<file path="src/logic/rtcfi_params.svh">
// Register offsets, field positions, reset values and timing counts of the flag block.
`ifndef RTCFI_PARAMS_SVH
`define RTCFI_PARAMS_SVH
`define RTCFI_CLK_HZ          40000000
`define RTCFI_ADDR_W          13
`define RTCFI_OFF_FLAGS       13'h1ff0
`define RTCFI_OFF_ALARM       13'h1ff6
`define RTCFI_OFF_WDOG        13'h1ff7
`define RTCFI_OFF_DAY         13'h1ffc
`define RTCFI_OFF_CTRL        13'h1ff8
`define RTCFI_OFF_ISTAT       13'h1fe0
`define RTCFI_OFF_IMASK       13'h1fe1
`define RTCFI_OFF_MISC        13'h1fe2
`define RTCFI_BIT_AF          6
`define RTCFI_BIT_WDF         7
`define RTCFI_BIT_BL          4
`define RTCFI_BIT_AFE         7
`define RTCFI_BIT_ABE         5
`define RTCFI_BIT_WDS         7
`define RTCFI_BIT_FT          6
`define RTCFI_BIT_CEB         5
`define RTCFI_BIT_CB          4
`define RTCFI_BIT_UPD_LOCK    7
`define RTCFI_BIT_SNAP        6
`define RTCFI_WDOG_RESET      8'h00
`define RTCFI_FLAG_HOLD_NS    15
`define RTCFI_FLAG_HOLD_CYC   ((`RTCFI_FLAG_HOLD_NS * 40 + 999) / 1000)
`define RTCFI_WDRST_CYC       8
`define RTCFI_FT_HALF_CYC     39062
`endif

</file>
<file path="src/logic/rtcfi_pkg.sv">
// Types shared by the flag and interrupt block.
package rtcfi_pkg;
  typedef struct packed {
    logic       read;
    logic       write;
    logic [12:0] address;
    logic [7:0] writedata;
  } rtcfi_req_t;
  typedef struct packed {
    logic alarm_match;
    logic wdog_timeout;
    logic day_rollover;
    logic century_rollover;
    logic batt_low;
    logic power_up;
    logic power_down;
    logic backup_mode;
  } rtcfi_evt_t;
  typedef enum logic [1:0] {
    RTCFI_IDLE = 2'b00,
    RTCFI_HOLD = 2'b01,
    RTCFI_DONE = 2'b10
  } rtcfi_bus_t;
endpackage

</file>
<file path="src/logic/rtcfi_pulse.sv">
// Fixed-length high pulse generator, inverted by the core for the watchdog reset output.
`timescale 1ns/1ps
module rtcfi_pulse #(
  parameter int LEN = 8
) (
  // Clock and reset
  input  wire logic i_clk,
  input  wire logic i_rst_n,
  // Trigger and output
  input  wire logic i_start,
  output logic      o_pulse
);
  initial begin
    if (LEN < 1 || LEN > 255) $error("rtcfi_pulse: LEN out of range");
  end
  logic [7:0] cnt;
  always_ff @(posedge i_clk) begin
    if (!i_rst_n) begin
      cnt <= 8'h00;
    end else if (i_start) begin
      cnt <= 8'(LEN);
    end else if (cnt != 8'h00) begin
      cnt <= cnt - 8'h01;
    end
  end
  always_ff @(posedge i_clk) begin
    if (!i_rst_n) begin
      o_pulse <= 1'b0;
    end else begin
      o_pulse <= i_start || (cnt > 8'h01);
    end
  end
endmodule

</file>
<file path="src/logic/rtcfi_divider.sv">
// Free-running toggle used as the frequency test square wave.
`timescale 1ns/1ps
module rtcfi_divider #(
  parameter int HALF = 39062
) (
  // Clock and reset
  input  wire logic i_clk,
  input  wire logic i_rst_n,
  // Square wave
  output logic      o_wave
);
  initial begin
    if (HALF < 1 || HALF > 65535) $error("rtcfi_divider: HALF out of range");
  end
  logic [15:0] cnt;
  always_ff @(posedge i_clk) begin
    if (!i_rst_n) begin
      cnt    <= 16'h0000;
      o_wave <= 1'b0;
    end else if (cnt == 16'(HALF - 1)) begin
      cnt    <= 16'h0000;
      o_wave <= ~o_wave;
    end else begin
      cnt <= cnt + 16'h0001;
    end
  end
endmodule

</file>
<file path="src/logic/rtcfi_core.sv">
// Flags, interrupt pin, battery-low and century logic behind an Avalon-MM slave.
//
// Summary of operation
// Alarm match or watchdog timeout sets its flag in the flags register.
// Interrupt pin asserts only if alarm enables or watchdog steering permit it.
// Reading the flags register clears the alarm flag and releases the pin.
// Host holds the flags address in read mode at least 15 ns to clear.
// Interrupt pin is open drain, driven only for interrupt or frequency test.
// Battery tested at power-up and at each day rollover, with main power present.
// Failed battery test sets battery-low flag, bit four of the flags register.
// Battery-low stays set until a later test passes.
// No battery tests while in back-up mode.
// Century bit inverts at century rollover when its enable is one.
// Century bit writes take effect only while the update lock is set.
// Power application clears steering, timeout, alarm enables, lock, snapshot, test bits.
// Other control bits keep previous values across later power-ups.
// Power-down clears lock, snapshot, test bit and watchdog; alarm enables kept.
// Steering zero routes timeout to the interrupt; one gives a reset pulse.
// In back-up mode an alarm pulls the pin only with both alarm enables.
// Reading the flags register also clears the watchdog expired flag.
// Host must change address before a changed flag shows on a read.
// Interrupt stays asserted while an enabled flag remains uncleared.
//
// Chosen here: register access over Avalon-MM.
`include "rtcfi_params.svh"
`timescale 1ns/1ps
module rtcfi_core #(
  parameter int FT_HALF  = `RTCFI_FT_HALF_CYC,
  parameter int RST_LEN  = `RTCFI_WDRST_CYC
) (
  // Clock and reset
  input  wire logic                       i_clk,
  input  wire logic                       i_rst_n,
  // Avalon-MM slave
  input  wire logic [`RTCFI_ADDR_W-1:0]   i_avs_address,
  input  wire logic                       i_avs_read,
  input  wire logic                       i_avs_write,
  input  wire logic [7:0]                 i_avs_writedata,
  output logic      [7:0]                 o_avs_readdata,
  output logic                            o_avs_waitrequest,
  // Timekeeping events and supply state
  input  wire rtcfi_pkg::rtcfi_evt_t      i_evt,
  // Pins and interrupt
  output logic                            o_interrupt_or_test_pin_out,
  output logic                            o_interrupt_or_test_pin_oe_n,
  output logic                            o_wdog_reset_n,
  output logic                            o_irq
);
  initial begin
    if (FT_HALF < 1 || RST_LEN < 1) $error("rtcfi_core: bad parameter");
  end

  rtcfi_pkg::rtcfi_req_t req;
  rtcfi_pkg::rtcfi_bus_t bstate;
  logic [7:0] flags;
  logic [7:0] alarm_reg;
  logic [7:0] wdog_reg;
  logic [7:0] day_reg;
  logic [7:0] ctrl_reg;
  logic [7:0] istat;
  logic [7:0] imask;
  logic [1:0] hold_cnt;
  logic       flags_read;
  logic       wd_pulse;
  logic       ft_wave;
  logic       pin_low;
  logic       wd_steer;
  logic       next_pin_low;
  logic       bus_cycle;
  logic       wr_ok;
  logic       pup;
  logic       pdn;

  assign req       = '{read: i_avs_read, write: i_avs_write,
                       address: i_avs_address, writedata: i_avs_writedata};
  assign pup       = i_evt.power_up;
  assign pdn       = i_evt.power_down;
  assign bus_cycle = (bstate == rtcfi_pkg::RTCFI_HOLD) &&
                     (hold_cnt > 2'(`RTCFI_FLAG_HOLD_CYC));
  assign wr_ok     = bus_cycle && req.write;
  // A flags read counts only after the address has stood for the hold time.
  assign flags_read = bus_cycle && req.read && (req.address == `RTCFI_OFF_FLAGS);

  // Bus sequencer: a request is held, answered once, then released.
  always_ff @(posedge i_clk) begin
    if (!i_rst_n) begin
      bstate   <= rtcfi_pkg::RTCFI_IDLE;
      hold_cnt <= 2'h0;
    end else begin
      unique case (bstate)
        rtcfi_pkg::RTCFI_IDLE: begin
          hold_cnt <= 2'h1;
          if (req.read || req.write) begin
            bstate <= rtcfi_pkg::RTCFI_HOLD;
          end
        end
        rtcfi_pkg::RTCFI_HOLD: begin
          if (bus_cycle) begin
            bstate <= rtcfi_pkg::RTCFI_DONE;
          end else begin
            hold_cnt <= hold_cnt + 2'h1;
          end
        end
        rtcfi_pkg::RTCFI_DONE: begin
          bstate <= rtcfi_pkg::RTCFI_IDLE;
        end
        default: begin
          bstate <= rtcfi_pkg::RTCFI_IDLE;
        end
      endcase
    end
  end

  always_ff @(posedge i_clk) begin
    if (!i_rst_n) begin
      o_avs_waitrequest <= 1'b1;
    end else begin
      o_avs_waitrequest <= !((bstate == rtcfi_pkg::RTCFI_HOLD) &&
                             (hold_cnt + 2'h1 >= 2'(`RTCFI_FLAG_HOLD_CYC)) &&
                             !bus_cycle) ;
    end
  end

  // Read data is captured at request time; a flag change appears only on the next access.
  always_ff @(posedge i_clk) begin
    if (!i_rst_n) begin
      o_avs_readdata <= 8'h00;
    end else if ((bstate == rtcfi_pkg::RTCFI_HOLD) && req.read && !bus_cycle) begin
      unique case (req.address)
        `RTCFI_OFF_FLAGS: o_avs_readdata <= flags;
        `RTCFI_OFF_ALARM: o_avs_readdata <= alarm_reg;
        `RTCFI_OFF_WDOG:  o_avs_readdata <= wdog_reg;
        `RTCFI_OFF_DAY:   o_avs_readdata <= day_reg;
        `RTCFI_OFF_CTRL:  o_avs_readdata <= ctrl_reg;
        `RTCFI_OFF_ISTAT: o_avs_readdata <= istat;
        `RTCFI_OFF_IMASK: o_avs_readdata <= imask;
        default:          o_avs_readdata <= 8'h00;
      endcase
    end
  end

  // Flags register: hardware sets win over the read clear.
  always_ff @(posedge i_clk) begin
    if (!i_rst_n) begin
      flags <= 8'h00;
    end else begin
      flags[`RTCFI_BIT_AF] <= i_evt.alarm_match ||
                              (flags[`RTCFI_BIT_AF] && !flags_read);
      flags[`RTCFI_BIT_WDF] <= (i_evt.wdog_timeout && wdog_reg != 8'h00) ||
                               (flags[`RTCFI_BIT_WDF] && !flags_read);
      // Battery test only with main power: at power-up and at day rollover.
      if ((pup || i_evt.day_rollover) && !i_evt.backup_mode) begin
        flags[`RTCFI_BIT_BL] <= i_evt.batt_low;
      end
    end
  end

  // A steered timeout clears the watchdog register at once, so the route is remembered here.
  always_ff @(posedge i_clk) begin
    if (!i_rst_n) begin
      wd_steer <= 1'b0;
    end else begin
      wd_steer <= (i_evt.wdog_timeout && wdog_reg != 8'h00 && !wdog_reg[`RTCFI_BIT_WDS]) ||
                  (wd_steer && !flags_read);
    end
  end

  // Alarm enables: cleared on power application, kept across power-down.
  always_ff @(posedge i_clk) begin
    if (!i_rst_n) begin
      alarm_reg <= 8'h00;
    end else if (pup) begin
      alarm_reg[`RTCFI_BIT_AFE] <= 1'b0;
      alarm_reg[`RTCFI_BIT_ABE] <= 1'b0;
    end else if (i_evt.wdog_timeout && wdog_reg[`RTCFI_BIT_WDS]) begin
      alarm_reg[`RTCFI_BIT_AFE] <= 1'b0;
      alarm_reg[`RTCFI_BIT_ABE] <= 1'b0;
    end else if (wr_ok && req.address == `RTCFI_OFF_ALARM) begin
      alarm_reg <= req.writedata;
    end
  end

  always_ff @(posedge i_clk) begin
    if (!i_rst_n) begin
      wdog_reg <= `RTCFI_WDOG_RESET;
    end else if (pup || pdn) begin
      wdog_reg <= `RTCFI_WDOG_RESET;
    end else if (i_evt.wdog_timeout && wdog_reg[`RTCFI_BIT_WDS]) begin
      wdog_reg <= `RTCFI_WDOG_RESET;
    end else if (wr_ok && req.address == `RTCFI_OFF_WDOG) begin
      wdog_reg <= req.writedata;
    end
  end

  // Control register holds the update lock and the read snapshot bit.
  always_ff @(posedge i_clk) begin
    if (!i_rst_n) begin
      ctrl_reg <= 8'h00;
    end else if (pup || pdn) begin
      ctrl_reg[`RTCFI_BIT_UPD_LOCK] <= 1'b0;
      ctrl_reg[`RTCFI_BIT_SNAP]     <= 1'b0;
    end else if (wr_ok && req.address == `RTCFI_OFF_CTRL) begin
      ctrl_reg <= req.writedata;
    end
  end

  always_ff @(posedge i_clk) begin
    if (!i_rst_n) begin
      day_reg <= 8'h00;
    end else begin
      if (wr_ok && req.address == `RTCFI_OFF_DAY) begin
        day_reg <= {req.writedata[7:5], day_reg[4], req.writedata[3:0]};
        if (ctrl_reg[`RTCFI_BIT_UPD_LOCK]) begin
          day_reg[`RTCFI_BIT_CB] <= req.writedata[`RTCFI_BIT_CB];
        end
      end else if (i_evt.century_rollover && day_reg[`RTCFI_BIT_CEB]) begin
        day_reg[`RTCFI_BIT_CB] <= ~day_reg[`RTCFI_BIT_CB];
      end
      if (pup || pdn) begin
        day_reg[`RTCFI_BIT_FT] <= 1'b0;
      end else if (i_evt.wdog_timeout && wdog_reg[`RTCFI_BIT_WDS]) begin
        day_reg[`RTCFI_BIT_FT] <= 1'b0;
      end
    end
  end

  // Pin decision: an enabled interrupt prevails over frequency test.
  always_comb begin
    logic alarm_ok;
    logic wd_irq;
    logic ft_on;
    alarm_ok = alarm_reg[`RTCFI_BIT_AFE] &&
               (!i_evt.backup_mode || alarm_reg[`RTCFI_BIT_ABE]);
    wd_irq   = flags[`RTCFI_BIT_WDF] && wd_steer;
    ft_on    = day_reg[`RTCFI_BIT_FT] && !alarm_reg[`RTCFI_BIT_AFE] &&
               (wdog_reg[`RTCFI_BIT_WDS] || wdog_reg == 8'h00);
    next_pin_low = (flags[`RTCFI_BIT_AF] && alarm_ok) || wd_irq;
    if (!next_pin_low && ft_on && !i_evt.backup_mode) begin
      next_pin_low = !ft_wave;
    end
  end

  always_ff @(posedge i_clk) begin
    if (!i_rst_n) begin
      pin_low                     <= 1'b0;
      o_interrupt_or_test_pin_out <= 1'b0;
      o_interrupt_or_test_pin_oe_n <= 1'b1;
    end else begin
      pin_low                      <= next_pin_low;
      o_interrupt_or_test_pin_out  <= 1'b0;
      o_interrupt_or_test_pin_oe_n <= !next_pin_low;
    end
  end

  // Sticky status, cleared by reading it; a new event wins over the clear.
  always_ff @(posedge i_clk) begin
    if (!i_rst_n) begin
      istat <= 8'h00;
    end else begin
      istat <= {i_evt.wdog_timeout, i_evt.alarm_match, 1'b0,
                (pup || i_evt.day_rollover) && i_evt.batt_low && !i_evt.backup_mode,
                1'b0, 1'b0, i_evt.century_rollover, 1'b0} |
               (istat & {8{!(bus_cycle && req.read && req.address == `RTCFI_OFF_ISTAT)}});
    end
  end

  always_ff @(posedge i_clk) begin
    if (!i_rst_n) begin
      imask <= 8'h00;
    end else if (wr_ok && req.address == `RTCFI_OFF_IMASK) begin
      imask <= req.writedata;
    end
  end

  always_ff @(posedge i_clk) begin
    if (!i_rst_n) begin
      o_irq <= 1'b0;
    end else begin
      o_irq <= |(istat & imask);
    end
  end

  always_ff @(posedge i_clk) begin
    if (!i_rst_n) begin
      o_wdog_reset_n <= 1'b1;
    end else begin
      o_wdog_reset_n <= !wd_pulse;
    end
  end

  rtcfi_pulse #(.LEN(RST_LEN)) u_pulse (
    .i_clk   (i_clk),
    .i_rst_n (i_rst_n),
    .i_start (i_evt.wdog_timeout && wdog_reg[`RTCFI_BIT_WDS] && !pdn),
    .o_pulse (wd_pulse)
  );

  rtcfi_divider #(.HALF(FT_HALF)) u_div (
    .i_clk   (i_clk),
    .i_rst_n (i_rst_n),
    .o_wave  (ft_wave)
  );
endmodule

</file>
<file path="config.mk">
export PLATFORM = sky130hd
export DESIGN_NAME = rtcfi_core
export DESIGN_NICKNAME = d
export VERILOG_FILES = /design/src/logic/rtcfi_pkg.sv /design/src/logic/rtcfi_pulse.sv /design/src/logic/rtcfi_divider.sv /design/src/logic/rtcfi_core.sv
export VERILOG_INCLUDE_DIRS = /design/src /design/src/logic
export SDC_FILE = /design/constraint.sdc
export NUM_CORES = 1
export LEC_CHECK = 0
export ABC_AREA = 1
export BUFFER_PORTS_ARGS = -buffer_cell sky130_fd_sc_hd__buf_2
export CAP_MARGIN = 15
export CORE_MARGIN = 2
export CORE_UTILIZATION = 24
export DETAILED_ROUTE_END_ITERATION = 12
export GPL_ROUTABILITY_DRIVEN = 0
export SETUP_SLACK_MARGIN = 0.05
export SYNTH_ARGS = -nofsm -noshare
export SYNTH_HDL_FRONTEND = slang
export SYNTH_HIERARCHICAL = 1
export SYNTH_SLANG_ARGS = --single-unit
</file>
<file path="constraint.sdc">
create_clock -name i_clk -period 2.06 [get_ports i_clk]
set_input_delay 0 -clock i_clk [delete_from_list [all_inputs] [get_ports i_clk]]
set_output_delay 0 -clock i_clk [all_outputs]
set_load 0.005 [all_outputs]
</file>
==> out/results.tsv <==
metric	value	unit
Die Wd	144	microns
Top reg by flops	u_div/cnt	
Post-Synth Adder-Cell Area	1.86	%
compound-gate portion of the synthesized area	12.2	%
vias per std cell	4.37	
syn_nets	702	
flops & latches, synth	94	
cts bufs inserted	9	
Initial Utilization	24.3	%
Mapped Avg Cell Area	7.10	sq um
hold crit path type	in2reg	
initial antenna violation count	2	
CP arrival	2.08	ns
RSZ-0062 raised after global routing	no	
HP Start	i_avs_write	
Final Instance Area	5650	sq um
Clock transition at path regs	0.07	ns
Mapped Area	4700	sq um
Rows	51	
Initial DRT Pass Iterations	4	
worst-case vdd ir drop	0.355	mV
power density cells	754	nW/um^2
CP required	2.30	ns
actual slew at the worst max-slew pin	0.698	ns
synthesized instance count	662	
Yosys cell types	41	
share of cells above drive strength 1	17.3	%
Hold Fails Final Rpt	0	
simple-gate portion of the synthesized area	37.6	%
setup TNS	0	ns
vias in the first global route	4076	
Resized cells post-CTS	0	
Worst Setup Start Kind	flop	
slew margin rel.	53.4	%
XOR/XNOR Fraction of Synth Area	0.932	%
max reg flops	16	
CTS tree	built	
Core Box Area	19300	sq um
fill count	2135	
setup bufs post-CTS	0	
period utilisation layout	89.1	%
largest net degree at the start of global routing	27	
mux contribution to synthesized area	0	%
Layout Skew	0.00439	ns
MaxCap Viol Count	0	
first-pass GRT wire length	20300	microns
# DRC	0	
H-tree Lvls	3	
CTS Buffer Depth	2	
clock root buffer	clkbuf_16	
DR WL/cell	12.4	microns
initial drt markers	249	
post-route ant nets	0	
die area	20700	sq um
TritonCTS sink count	94	
Max Fclk	0.545	GHz
fin util	29.2	%
synth-to-layout area growth	20.3	%
Crit Path Max Fanout	10	
Final min period	1.83	ns
port bufs	44	
largest area contributor in the netlist	dfxtp_1	
largest family of logic cells by synthesized area	simple AND/OR/NAND/NOR gates	
Yosys top cell area share	40.1	%
total power	0.00426	W
DR vias	4347	
Worst Setup Path Type	reg2reg	
Die Ht	144	microns
# setup viols final	0	
dpl hpwl	9310	microns
grt ovf	0	
worst r2r src	hold_cnt[1]	
final net count	764	
I/O pins	46	
Clock Latency Late Sink	0.34	ns
Seq/Total Area, Yosys	40.1	%
status	finished, final reports clean	
worst hold stages	3	
Total GRT Usage	12.4	%
final wirelength	12300	microns
P_leak	2.20	nW
Cell Area, Placed	5210	sq um
largest cells by area after synthesis	dfxtp_1 40%, nand2_1 12%, nor2_1 7.0%	
reg2reg path depth	12	
Slew Viols, Final	0	
yosys warns	6	
Crit. Startpoint	hold_cnt[1]	
Critical Path Sink Type	flop	
routing by layer:
| metal | vias to the layer above | track usage, % | routed length (microns) |
|---|---|---|---|
| met2 | 98 | 20.4 | 5630 |
| li1 | 2287 | - | - |
| met1 | 1943 | 16.2 | 5780 |
| met5 | - | 0 | 13 |
| met3 | 17 | 3.27 | 722 |
| met4 | 2 | 3.20 | 203 |
stage by stage:
step / hold slack (ns) / std cells / worst slack (ns)
final: 0.0128 / 995 / 0.225
after global routing: 0.0319 / 995 / 0.0540
after CTS: 0.0111 / 994 / 0.220
after detailed placement: 0.263 / 964 / 0.232
after global placement: 0.253 / 964 / 0.278
after floorplan: 0.117 / 662 / 0.419
timing repair:
item                                    4_1_cts  5_1_grt
hold buffers                                 14        0
endpoints found under the hold margin        22        0
endpoints found under the setup margin        0        1
cells by family (layout without fill, tap and decap cells):
kind of cell / count (synthesis) / in the layout
fa+ha+maj: 7 / 7
flops: 94 / 94
compound gates: 105 / 105
simple gates: 372 / 372
other cells: 1 / 2
buf+inv: 78 / 145
xor+xnor: 5 / 5
critical path: stages (launching register included):
cell and delay, ns:
dfxtp_1 0.43, inv_1 0.09, ha_1 0.20, inv_1 0.10, nand4_4 0.25, inv_2 0.14, nand3_4 0.13, clkinv_4 0.11
nand2_1 0.05, nand2_1 0.08, nand2_1 0.05, nand2_1 0.05, nor2_1 0.04
cell type report:
cell class,count,area [sq um],area share (%)
Antenna cell,1,2.50,0.0443
Inverter,65,250,4.43
Sequential cell,94,1880,33.3
Clock inverter,4,30.0,0.531
Clock buffer,12,267,4.72
Timing Repair Buffer,64,418,7.39
Tap cell,265,332,5.87
Multi-Input combinational cell,490,2470,43.7
path summary, 6_finish.rpt:
check                    to  slack (ns)
min               bstate[0]        0.01
max              day_reg[4]        0.23
max reg2reg      day_reg[4]        0.23
min reg2reg  o_wdog_reset_n        0.38
Yosys cell counts (all sizes together):
master and count:
a31oi 1, ha 7, a221oi 2, conb 1, xor2 1, clkinv 2, clkbuf 5, nand3 62
o32ai 1, or2 3, a21oi 63, inv 63, a22o 1, xnor2 4, nor3 4, or3 1
a211oi 1, nand4 24, nand2 163, dfxtp 94, o21ai 35, nor2 115, a32oi 1, buf 8
power by group:
group	switching [W]	internal, W
sequential	0.0000669	0.00190
clock	0.000717	0.000920
combinational	0.000404	0.000249
total	0.00119	0.00307
cells in the final DEF (no fill, tap or decap), drive strengths merged:
cell	synthesis	layout
a211oi	1	1
a21oi	63	63
a221oi	2	2
a22o	1	1
a31oi	1	1
a32oi	1	1
buf	8	50
clkbuf	5	12
clkinv	2	5
clkinvlp	0	1
conb	1	1
dfxtp	94	94
diode	0	1
dlygate4sd3	0	14
ha	7	7
inv	63	63
nand2	163	163
nand3	62	62
nand4	24	24
nor2	115	115
nor3	4	4
o21ai	35	35
o32ai	1	1
or2	3	3
or3	1	1
xnor2	4	4
xor2	1	1
Note: power is estimated with default switching activity, not from simulation.
